`config.mk`:
```
export PLATFORM = sky130hd
export DESIGN_NAME = mss_selector
export DESIGN_NICKNAME = d
export VERILOG_FILES = /design/src/hw/mss_selector.v /design/src/hw/mss_term_decode.v
export VERILOG_INCLUDE_DIRS = /design/src /design/src/pkg
export SDC_FILE = /design/constraint.sdc
export NUM_CORES = 1
export LEC_CHECK = 0
export BUFFER_PORTS_ARGS = -buffer_cell sky130_fd_sc_hd__buf_2
export CORE_MARGIN = 3
export CORE_UTILIZATION = 28
export CTS_CLUSTER_DIAMETER = 30
export CTS_CLUSTER_SIZE = 24
export DETAILED_ROUTE_END_ITERATION = 10
export GPL_TIMING_DRIVEN = 0
export PLACE_DENSITY = 0.4
export SLEW_MARGIN = 0
export SYNTH_ARGS = -nofsm -noshare
export SYNTH_HDL_FRONTEND = slang
export SYNTH_SLANG_ARGS = --single-unit
```
`constraint.sdc`:
```
create_clock -name clk_in -period 4.5 [get_ports clk_in]
set_clock_uncertainty 0.05 [all_clocks]
set_input_delay 0.225 -clock clk_in [delete_from_list [all_inputs] [get_ports clk_in]]
set_output_delay 0.225 -clock clk_in [all_outputs]
set_load 0.02 [all_outputs]
```
`src/pkg/mss_defines.vh`:
```
// constants for the multi-step speed selector
`ifndef MSS_DEFINES_VH
`define MSS_DEFINES_VH
`define MSS_NUM_PRESETS 16
`define MSS_NUM_INPUTS 6
`define MSS_FUNC_W 8
`define MSS_FUNC_TERM1 8'h10
`define MSS_FUNC_TERM2 8'h11
`define MSS_FUNC_TERM3 8'h12
`define MSS_FUNC_TERM4 8'h13
`define MSS_FUNC_PAUSE 8'h14
`define MSS_SPEED_W 16
`define MSS_SPEED_MAX 16'sh0BB8
`define MSS_SPEED_MIN (-16'sh0BB8)
`define MSS_SPEED_RST 16'h0000
`define MSS_TIME_W 16
`define MSS_TIME_RST 16'h0000
`define MSS_RAMP_W 16
`define MSS_RAMP_RST 16'h0000
`define MSS_STAGE_RST 4'h0
`endif

```
`src/hw/mss_selector.v`:
```
// multi-step speed selector top
`timescale 1ns/1ps
// Notes on behaviour
// sixteen preset speed references, zero to fifteen, are held.
// the active preset is picked from the four speed-select terminals.
// function codes 16 to 19 make an input speed-select terminal one to four.
// function code 20 pauses multi-step running while the input is active.
// each preset has a speed clamped to -300.0..300.0 percent and a running time, both reset to zero.
// two 16-bit ramp selection words cover presets 0-7 and 8-15, reset to zero.
// the executing stage number is reported and is zero after reset.
// terminal one is the index lsb and terminal four the msb.
module mss_selector #(
	parameter N_IN = 6,
	parameter FW = 8,
	parameter SW = 16,
	parameter TW = 16
) (
	input wire clk_in, // control clock
	input wire nrst_in, // async reset, active low
	input wire [N_IN-1:0] din_in, // digital input terminals
	input wire [N_IN*FW-1:0] func_sel_in, // function select, first to last input
	input wire wr_en_in, // preset write strobe
	input wire [3:0] wr_idx_in, // preset index to write
	input wire [SW-1:0] wr_speed_in, // signed speed, 0.1 percent units
	input wire [TW-1:0] wr_time_in, // running time, 0.1 units
	input wire ramp_wr_low_in, // write low-steps ramp word
	input wire ramp_wr_high_in, // write high-steps ramp word
	input wire [15:0] ramp_data_in, // ramp word data
	output reg [SW-1:0] speed_ref_out, // active speed reference
	output reg [TW-1:0] run_time_out, // active running time
	output reg [1:0] ramp_sel_out, // active ramp selection
	output reg paused_out, // multi-step running paused
	output reg [3:0] present_stage_display_out, // executing stage
	output reg [15:0] ramp_select_low_steps_out, // ramp word, steps 0-7
	output reg [15:0] ramp_select_high_steps_out // ramp word, steps 8-15
);
`include "mss_defines.vh"

	// ==========================================================
	// clamp helper
	function [SW-1:0] mss_clamp;
		input [SW-1:0] v;
		begin
			if ($signed(v) > $signed(`MSS_SPEED_MAX)) mss_clamp = `MSS_SPEED_MAX;
			else if ($signed(v) < $signed(`MSS_SPEED_MIN)) mss_clamp = `MSS_SPEED_MIN;
			else mss_clamp = v;
		end
	endfunction

	// ==========================================================
	// local sizes
	localparam NP = `MSS_NUM_PRESETS; // preset count
	localparam IW = 4; // preset index width
	localparam SEL_W = 4; // speed-select terminal count

	// ==========================================================
	// two-bit ramp field of one step within its word
	function [1:0] mss_ramp_field;
		input [15:0] w;
		input [2:0] s;
		begin
			case (s)
				3'h0: mss_ramp_field = w[1:0];
				3'h1: mss_ramp_field = w[3:2];
				3'h2: mss_ramp_field = w[5:4];
				3'h3: mss_ramp_field = w[7:6];
				3'h4: mss_ramp_field = w[9:8];
				3'h5: mss_ramp_field = w[11:10];
				3'h6: mss_ramp_field = w[13:12];
				3'h7: mss_ramp_field = w[15:14];
				default: mss_ramp_field = 2'h0;
			endcase
		end
	endfunction

	// ==========================================================
	// input synchroniser, first stage
	reg [N_IN-1:0] sync1_reg;
	reg [N_IN-1:0] sync2_reg;
	always @(posedge clk_in or negedge nrst_in) begin
		if (!nrst_in) begin
			sync1_reg <= {N_IN{1'b0}};
		end else begin
			sync1_reg <= din_in;
		end
	end

	// second stage, the only reader of the first
	always @(posedge clk_in or negedge nrst_in) begin
		if (!nrst_in) begin
			sync2_reg <= {N_IN{1'b0}};
		end else begin
			sync2_reg <= sync1_reg;
		end
	end

	// ==========================================================
	// terminal function decoding
	wire [SEL_W-1:0] sel; // speed-select levels, terminal one in bit 0
	wire pause; // pause level
	mss_term_decode #(.N_IN(N_IN), .FW(FW)) mss_term_decode_i (
		.din_in(sync2_reg),
		.func_in(func_sel_in),
		.sel_out(sel),
		.pause_out(pause)
	);

	// ==========================================================
	// preset storage
	reg [SW-1:0] speed_mem_reg [0:NP-1];
	reg [TW-1:0] time_mem_reg [0:NP-1];
	wire [SW-1:0] wr_speed_lim = mss_clamp(wr_speed_in);
	integer k;
	integer m;

	// speed settings, clamped on the way in
	always @(posedge clk_in or negedge nrst_in) begin
		if (!nrst_in) begin
			for (k = 0; k < NP; k = k + 1) begin
				speed_mem_reg[k] <= `MSS_SPEED_RST;
			end
		end else if (wr_en_in) begin
			speed_mem_reg[wr_idx_in] <= wr_speed_lim;
		end
	end

	// running times, stored as given
	always @(posedge clk_in or negedge nrst_in) begin
		if (!nrst_in) begin
			for (m = 0; m < NP; m = m + 1) begin
				time_mem_reg[m] <= `MSS_TIME_RST;
			end
		end else if (wr_en_in) begin
			time_mem_reg[wr_idx_in] <= wr_time_in;
		end
	end

	// ramp selection word for steps 0-7
	always @(posedge clk_in or negedge nrst_in) begin
		if (!nrst_in) begin
			ramp_select_low_steps_out <= `MSS_RAMP_RST;
		end else if (ramp_wr_low_in) begin
			ramp_select_low_steps_out <= ramp_data_in;
		end
	end

	// ramp selection word for steps 8-15
	always @(posedge clk_in or negedge nrst_in) begin
		if (!nrst_in) begin
			ramp_select_high_steps_out <= `MSS_RAMP_RST;
		end else if (ramp_wr_high_in) begin
			ramp_select_high_steps_out <= ramp_data_in;
		end
	end

	// ==========================================================
	// stage selection, held while paused
	reg [IW-1:0] stage_next;
	reg [15:0] ramp_word;
	always @* begin
		if (pause) begin
			stage_next = present_stage_display_out;
		end else begin
			stage_next = sel;
		end
	end

	// ramp word that covers the chosen step
	always @* begin
		if (stage_next[3]) begin
			ramp_word = ramp_select_high_steps_out;
		end else begin
			ramp_word = ramp_select_low_steps_out;
		end
	end

	// ==========================================================
	// output registers
	// executing stage number
	always @(posedge clk_in or negedge nrst_in) begin
		if (!nrst_in) begin
			present_stage_display_out <= `MSS_STAGE_RST;
		end else begin
			present_stage_display_out <= stage_next;
		end
	end

	// active speed; a fresh write shows one edge later
	always @(posedge clk_in or negedge nrst_in) begin
		if (!nrst_in) begin
			speed_ref_out <= `MSS_SPEED_RST;
		end else begin
			speed_ref_out <= speed_mem_reg[stage_next];
		end
	end

	// active running time
	always @(posedge clk_in or negedge nrst_in) begin
		if (!nrst_in) begin
			run_time_out <= `MSS_TIME_RST;
		end else begin
			run_time_out <= time_mem_reg[stage_next];
		end
	end

	// active ramp field
	always @(posedge clk_in or negedge nrst_in) begin
		if (!nrst_in) begin
			ramp_sel_out <= 2'h0;
		end else begin
			ramp_sel_out <= mss_ramp_field(ramp_word, stage_next[2:0]);
		end
	end

	// pause status
	always @(posedge clk_in or negedge nrst_in) begin
		if (!nrst_in) begin
			paused_out <= 1'b0;
		end else begin
			paused_out <= pause;
		end
	end
endmodule // mss_selector

```
`src/hw/mss_term_decode.v`:
```
// terminal function decoder for speed-select and pause inputs
`timescale 1ns/1ps
module mss_term_decode #(
	parameter N_IN = 6,
	parameter FW = 8
) (
	input wire [N_IN-1:0] din_in, // synchronised input levels
	input wire [N_IN*FW-1:0] func_in, // function code per input
	output reg [3:0] sel_out, // speed-select terminal levels
	output reg pause_out // pause level
);
`include "mss_defines.vh"
	integer i;
	reg [FW-1:0] f;
	// or together active inputs per assigned function
	always @* begin
		sel_out = 4'h0;
		pause_out = 1'b0;
		f = {FW{1'b0}};
		for (i = 0; i < N_IN; i = i + 1) begin
			f = func_in[i*FW +: FW];
			if (din_in[i]) begin
				if (f == `MSS_FUNC_TERM1) sel_out[0] = 1'b1;
				else if (f == `MSS_FUNC_TERM2) sel_out[1] = 1'b1;
				else if (f == `MSS_FUNC_TERM3) sel_out[2] = 1'b1;
				else if (f == `MSS_FUNC_TERM4) sel_out[3] = 1'b1;
				else if (f == `MSS_FUNC_PAUSE) pause_out = 1'b1;
			end
		end
	end
endmodule // mss_term_decode

```
# Word level (Yosys, flattened, before mapping)
# Cells that the tools add are included.
word_totals:
  ff_bits: 595
  in_bits: 111
  word_cells: 186
  out_inout_bits: 71
classes:
  eq_ne: 37
  order_cmp: 5
  n_mux: 99
  bitwise_logic: 2
  reduce_logical: 2
op_table:
  columns: ["op", "count"]
  rows:
  - ["256-bit bitwise mux", 2]
  - ["8-bit by 5-bit equality test with 1-bit output, second input constant", 30]
  - ["16-bit binary-select mux with 4-bit select", 2]
  - ["16-bit 2-to-1 mux", 8]
  - ["1-bit 2-to-1 mux", 66]
  - ["16-bit demux with 4-bit select", 1]
  - ["4-bit 2-to-1 mux", 7]
  - ["3-bit 2-to-1 mux", 6]
  - ["16-bit by 13-bit greater-than comparator with 1-bit output, second input constant", 1]
  - ["16-bit by 13-bit < comparator with 1-bit output, second input constant", 1]
  - ["2-bit one-hot mux with 8 select lines", 1]
  - ["3-bit equality test, second input constant", 4]
  - ["2-bit 2-to-1 mux", 6]
  - ["5-bit >= comparator, second input constant", 2]
  - ["4-bit NOT with 5-bit output", 2]
  - ["3-bit by 2-bit equality test with 1-bit output, second input constant", 2]
  - ["5-bit by 1-bit < comparator with 1-bit output, second input constant", 1]
  - ["3-bit by 1-bit equality test with 1-bit output, second input constant", 1]
  - ["3-bit zero test", 1]
  - ["1-bit logical AND", 1]

# Depth between registers and ports, before layout
depth:
  ltp_word: 42
  ltp_mapped: 13
  ltp_nobuf: 9

# Modules after synthesis
# From an unflattened synthesis, not the netlist that was laid out.
hier_totals:
  hier_cells: 3101
  hier_area_um2: 28183.3
by_module_without_submodules:
  columns: ["module", "n_inst", "area_each_um2", "cells_each", "seq_area_each_um2"]
  rows:
  - ["mss_selector", 1, 27647.8, 3034, 14889.3]
  - ["mss_term_decode", 1, 535.5, 67, 0.0]

# Worst setup path after synthesis
# Ideal clock, no wire load.
synth_timing:
  path_kind: "in2reg"
  startpoint: "input func_sel_in[37]"
  endpoint: "register speed_ref_out[5]"
  required_ps: 4311
  setup_ps: 139
  cell_stages: 10
  t_arrival_ps: 2652
  path_buffers: 2
  slack_ps: 1659
  path_cell_list: "or4b_1 > or3_1 > o311a_1 > nand4_2 > nand2_4 > buf_6 > buf_6 > a211oi_2 > a211oi_1 > or4_1"
synth_between:
  elab_chain_cells: 18
  word_cells_on_any_way: 38
  cone_classes: "eq/ne: 5; mux: 32; bitwise: 1"
synth_rtl:
  columns: ["item", "line_no", "rtl"]
  rows:
  - ["start, declared", "mss_selector.v:21", "input wire [N_IN*FW-1:0] func_sel_in,"]
  - ["8-bit by 5-bit equality test with 1-bit output (no source line)", null, null]
  - ["1-bit 2-to-1 mux", "mss_term_decode.v:27", "else if (f == `MSS_FUNC_PAUSE) pause_out = 1'b1;"]
  - ["1-bit 2-to-1 mux", "mss_term_decode.v:26", "else if (f == `MSS_FUNC_TERM4) sel_out[3] = 1'b1;"]
  - ["1-bit 2-to-1 mux", "mss_term_decode.v:25", "else if (f == `MSS_FUNC_TERM3) sel_out[2] = 1'b1;"]
  - ["1-bit 2-to-1 mux", "mss_term_decode.v:24", "else if (f == `MSS_FUNC_TERM2) sel_out[1] = 1'b1;"]
  - ["1-bit 2-to-1 mux", "mss_term_decode.v:23", "if (f == `MSS_FUNC_TERM1) sel_out[0] = 1'b1;"]
  - ["1-bit 2-to-1 mux", "mss_term_decode.v:22", "if (din_in[i]) begin"]
  - ["1-bit 2-to-1 mux", "mss_term_decode.v:27", null]
  - ["1-bit 2-to-1 mux", "mss_term_decode.v:26", null]
  - ["1-bit 2-to-1 mux", "mss_term_decode.v:25", null]
  - ["1-bit 2-to-1 mux", "mss_term_decode.v:24", null]
  - ["1-bit 2-to-1 mux", "mss_term_decode.v:23", null]
  - ["1-bit 2-to-1 mux", "mss_term_decode.v:22", null]
  - ["4-bit 2-to-1 mux *", "mss_selector.v:161", "if (pause) begin"]
  - ["4-bit NOT with 5-bit output (not written as such) *", "mss_selector.v:193", "speed_ref_out <= speed_mem_reg[stage_next];"]
  - ["16-bit binary-select mux with 4-bit select *", "mss_selector.v:193", null]
  - ["16-bit 2-to-1 mux (not written as such) * (2 in a row)", "mss_selector.v:193", null]
  - ["end signal, assigned", "mss_selector.v:191", "speed_ref_out <= `MSS_SPEED_RST;"]
  - ["end signal, assigned", "mss_selector.v:193", null]
  - ["end, declared", "mss_selector.v:29", "output reg [SW-1:0] speed_ref_out,"]
# Mark *: on every way between the ends. The rest lies on a longest branch, timed or not. The select of a mux whose other input is x is not followed.
# A chain may end at the register's enable or synchronous reset.

# Worst setup path in the final report
layout_timing:
  startpoint: "register sync2_reg[2]"
  endpoint: "register run_time_out[10]"
layout_between:
  elab_chain_cells: 24
  word_cells_on_any_way: 49
  cone_classes: "mux: 48; bitwise: 1"
layout_rtl:
  columns: ["item", "line_no", "rtl"]
  rows:
  - ["start, declared", "mss_selector.v:79", "reg [N_IN-1:0] sync2_reg;"]
  - ["start signal, assigned", "mss_selector.v:91", "sync2_reg <= {N_IN{1'b0}};"]
  - ["start signal, assigned", "mss_selector.v:93", "sync2_reg <= sync1_reg;"]
  - ["1-bit 2-to-1 mux", "mss_term_decode.v:22", null]
  - ["1-bit 2-to-1 mux", "mss_term_decode.v:27", null]
  - ["1-bit 2-to-1 mux", "mss_term_decode.v:26", null]
  - ["1-bit 2-to-1 mux", "mss_term_decode.v:25", null]
  - ["1-bit 2-to-1 mux", "mss_term_decode.v:24", null]
  - ["1-bit 2-to-1 mux", "mss_term_decode.v:23", null]
  - ["1-bit 2-to-1 mux", "mss_term_decode.v:22", null]
  - ["1-bit 2-to-1 mux", "mss_term_decode.v:27", null]
  - ["[... 7 more ...]", null, null]
  - ["1-bit 2-to-1 mux", "mss_term_decode.v:25", null]
  - ["1-bit 2-to-1 mux", "mss_term_decode.v:24", null]
  - ["1-bit 2-to-1 mux", "mss_term_decode.v:23", null]
  - ["1-bit 2-to-1 mux", "mss_term_decode.v:22", null]
  - ["4-bit 2-to-1 mux *", "mss_selector.v:161", null]
  - ["4-bit NOT with 5-bit output (not written as such) *", "mss_selector.v:202", "run_time_out <= time_mem_reg[stage_next];"]
  - ["16-bit binary-select mux with 4-bit select *", "mss_selector.v:202", null]
  - ["16-bit 2-to-1 mux (not written as such) * (2 in a row)", "mss_selector.v:202", null]
  - ["end signal, assigned", "mss_selector.v:200", "run_time_out <= `MSS_TIME_RST;"]
  - ["end signal, assigned", "mss_selector.v:202", null]
  - ["end, declared", "mss_selector.v:30", "output reg [TW-1:0] run_time_out,"]
# Marks and branches as above.

==> results.yml <==
clocking:
  clock-sinks: 595
  cts_buffers: 161
  worstSkewPairLatency_ps: 750
  clk_path_buf_depth: 3
  clk_pin_slew_worst_paths_ps: 50
  cts-root-buf: "clkbuf_16"
  cts_tree: "yes"
  htreeDepth: 4
worst_setup_path:
  setup.worst_path.end_class: "flip-flop"
  cpPeakStageDelay_ps: 640
  critical_path_required_ps: 5060
  cp-start-kind: "flip-flop"
  rr_endpoint: "run_time_out[10]$_DFF_PN0_"
  path_delay_family: "buffers and inverters"
  r2r_setup_slack_ps: 180
  worstSetupPathType: "flip-flop to flip-flop"
  cp_num_cells: 12
  path_cells: "nor4b_1, nand3_1, and2_1, clkbuf_1, nand4_2, nand2_4, buf_2, buf_2, buf_1, a21oi_1, a22o_1, o221ai_1"
  critPathMostFrequentCell: "buf_2"
  cp_num_buf_inv: 4
  crit_fanout: 11
  cp_data_arrival_time_ps: 4880
  slowest_stage: "buf_1"
  reg2regPathDepth: 12
  r2r_start: "sync2_reg[2]$_DFF_PN0_"
hold_path:
  hold_path_depth: 5
  hold_start: "wr_en_in"
  holdPathEnd: "time_mem_reg[129]$_DFFE_PN0P_"
  min_path_type: "input port to flip-flop"
timing:
  fmax_ghz: 0.2314
  whs_ps: 38.93
  fin_crit_sh: 0.9601
  setup_viol: 0
  max-slew-margin-rel: 0.1281
  hold_violations: 0
  fin_crit_ps: 4321
  final.setup.worst_slack_ps: 179.3
  worst_pin_slew_ps: 1294
  drv_slew: 0
floorplanning:
  row_count: 113
  start_util: 0.2829
  io_pins: 182
  design.core.area_mm2: 0.09529
  fp.dieH_um: 316.3
  die_w_um: 316.3
  dieArea_mm2: 0.1001
synth:
  syn_avg_cell_area_um2: 9.330
  synthCells: 2890
  ys_ff_latch: 595
  synth_cell_type_count: 66
  ys.warnings.count: 0
  netlist_area_mm2: 0.02696
  ys_seq_area_frac: 0.5522
  synth-async-reset-ratio: 1.000
  synth_ff_type: "dfrtp_1"
  synth_edf_count: 0
  synth_fp_nets: 3002
run_status:
  status: "finished clean"
layout:
  final_cell_mix: "890 x nand2_1, 595 x dfrtp_1, 328 x o21ai_0"
  finish.net_count: 3397
  final_common_cell: "nand2_1"
  area_delta_synth_final_pct: 33.53
  drive_above_1_share: 0.1977
  instances_no_fill: 4690
  fin_util: 0.3778
global_route:
  grt_use_total: 0.2470
  grt_start_max_net_pins: 117
  grt_pass1_vias: 24839
  grt_overflow: 0
  grt_pass1_wl_mm: 177.5
  antenna_found_initial: 10
place:
  dp.cells: 4338
  hpwl_mm: 86.85
  place_ws_ps: -692.7
  gp_congestion: 0.8793
  port_buffers: 177
route:
  vias: 24734
  ant_nets: 0
  detail_route.wl_per_cell_um: 26.53
  finalWirelength_mm: 124.4
  dr.max_layer_used: "met4"
  wl_met2_mm: 56.33
  drt_iter0_drc: 2115
  wl_met1_mm: 53.72
  drt_first_pass_iters: 5
  vias_per_cell: 5.274
  drcViolationCount: 0
  dr_wl_met3_mm: 9.362
power_and_ir_drop:
  powerDensity_mw_per_mm2: 591.8
  total_leakage_power_nw: 16.44
  total_power_mw: 21.31
  peakVddDrop_mv: 0.3474
job:
  maxCapViolCount: 0
[power breakdown]
part           leakage [nW]  total, mW  internal [mW]  switching, mW
clock network          2.82       12.1           8.32           3.73
logic                  6.10       2.26          0.858           1.41
registers              7.51       6.99           6.42          0.571
total                  16.4       21.3           15.6           5.71
[cells in the mapped netlist, types with 18 or more instances]
cell type,n,area [um^2]
nand3_1,106,530.5
a211oi_1,113,848.3
buf_2,46,230.2
clkbuf_1,183,686.9
and3_1,69,431.7
dfrtp_1,595,14890
mux2i_1,19,190.2
nor2_1,19,71.32
a31oi_1,26,162.7
or4_1,20,150.1
o21ai_0,328,1642
a21oi_1,134,670.6
mux2_2,124,1396
nand2_1,890,3341
a221oi_1,18,157.7
[worst max-delay path by stage]
stage                                 from                             to  slack (ps)
floorplan                  func_sel_in[37]     speed_ref_out[5]$_DFF_PN0_        1660
global placement                   nrst_in  time_mem_reg[231]$_DFFE_PN0P_       -9900
detailed placement         func_sel_in[29]    speed_ref_out[10]$_DFF_PN0_        -690
CTS                 sync2_reg[3]$_DFF_PN0_     speed_ref_out[1]$_DFF_PN0_           2
global route        sync2_reg[4]$_DFF_PN0_     run_time_out[10]$_DFF_PN0_          -3
finish              sync2_reg[2]$_DFF_PN0_     run_time_out[10]$_DFF_PN0_         180
[layer usage]
metal  up-vias  GRT usage
met5         -          0
met4         0     0.1049
met3       215    0.05006
met2      1043     0.3889
met1     12593     0.3306
li1      10883          -
[worst min-delay path, stage by stage]
cell	delay, ps
buf_2	130
nand3b_1	130
nor2_1	160
nand2_1	100
nand2_1	50
[kinds of logic (layout without fill, tap and decap cells)]
logic type / Yosys count / in the layout / share of synthesized area
and+or+nand+nor: 1173 / 1173 / 0.1875
AOI/OAI and AO/OA: 715 / 715 / 0.1608
adders and majority gates: 1 / 1 / 0.0004640
other: 0 / 5 / 0
buffers and inverters: 263 / 793 / 0.04019
muxes: 143 / 143 / 0.05884
DFF: 595 / 595 / 0.5522
[metrics by stage]
stage	area, um^2	setup TNS, ps
after global placement	29430	-5847870
after floorplan	26960	0
final	36000	0
after global routing	35990	-3.252
after detailed placement	29610	-5068
after CTS	35980	0
[what timing repair did]
action	in CTS	in global routing
hold buffers	49	0
endpoints found under the hold margin	413	0
setup buffers	1	0
pin swaps	1	0
setup endpoints to repair	16	18
resized for setup	12	11
[layout make-up]
cell class                      count  area (um^2)
Multi-Input combinational cell   2032        11030
Inverter                           17        63.81
Timing Repair Buffer              233         1559
Buffer                            245         1033
Antenna cell                        5        12.51
Clock inverter                     79         1187
Clock buffer                      219         4648
Sequential cell                   595        14890
Tap cell                         1265         1583
Fill cell                        9672        59290
No activity file was read; power rests on OpenSTA's default activity.
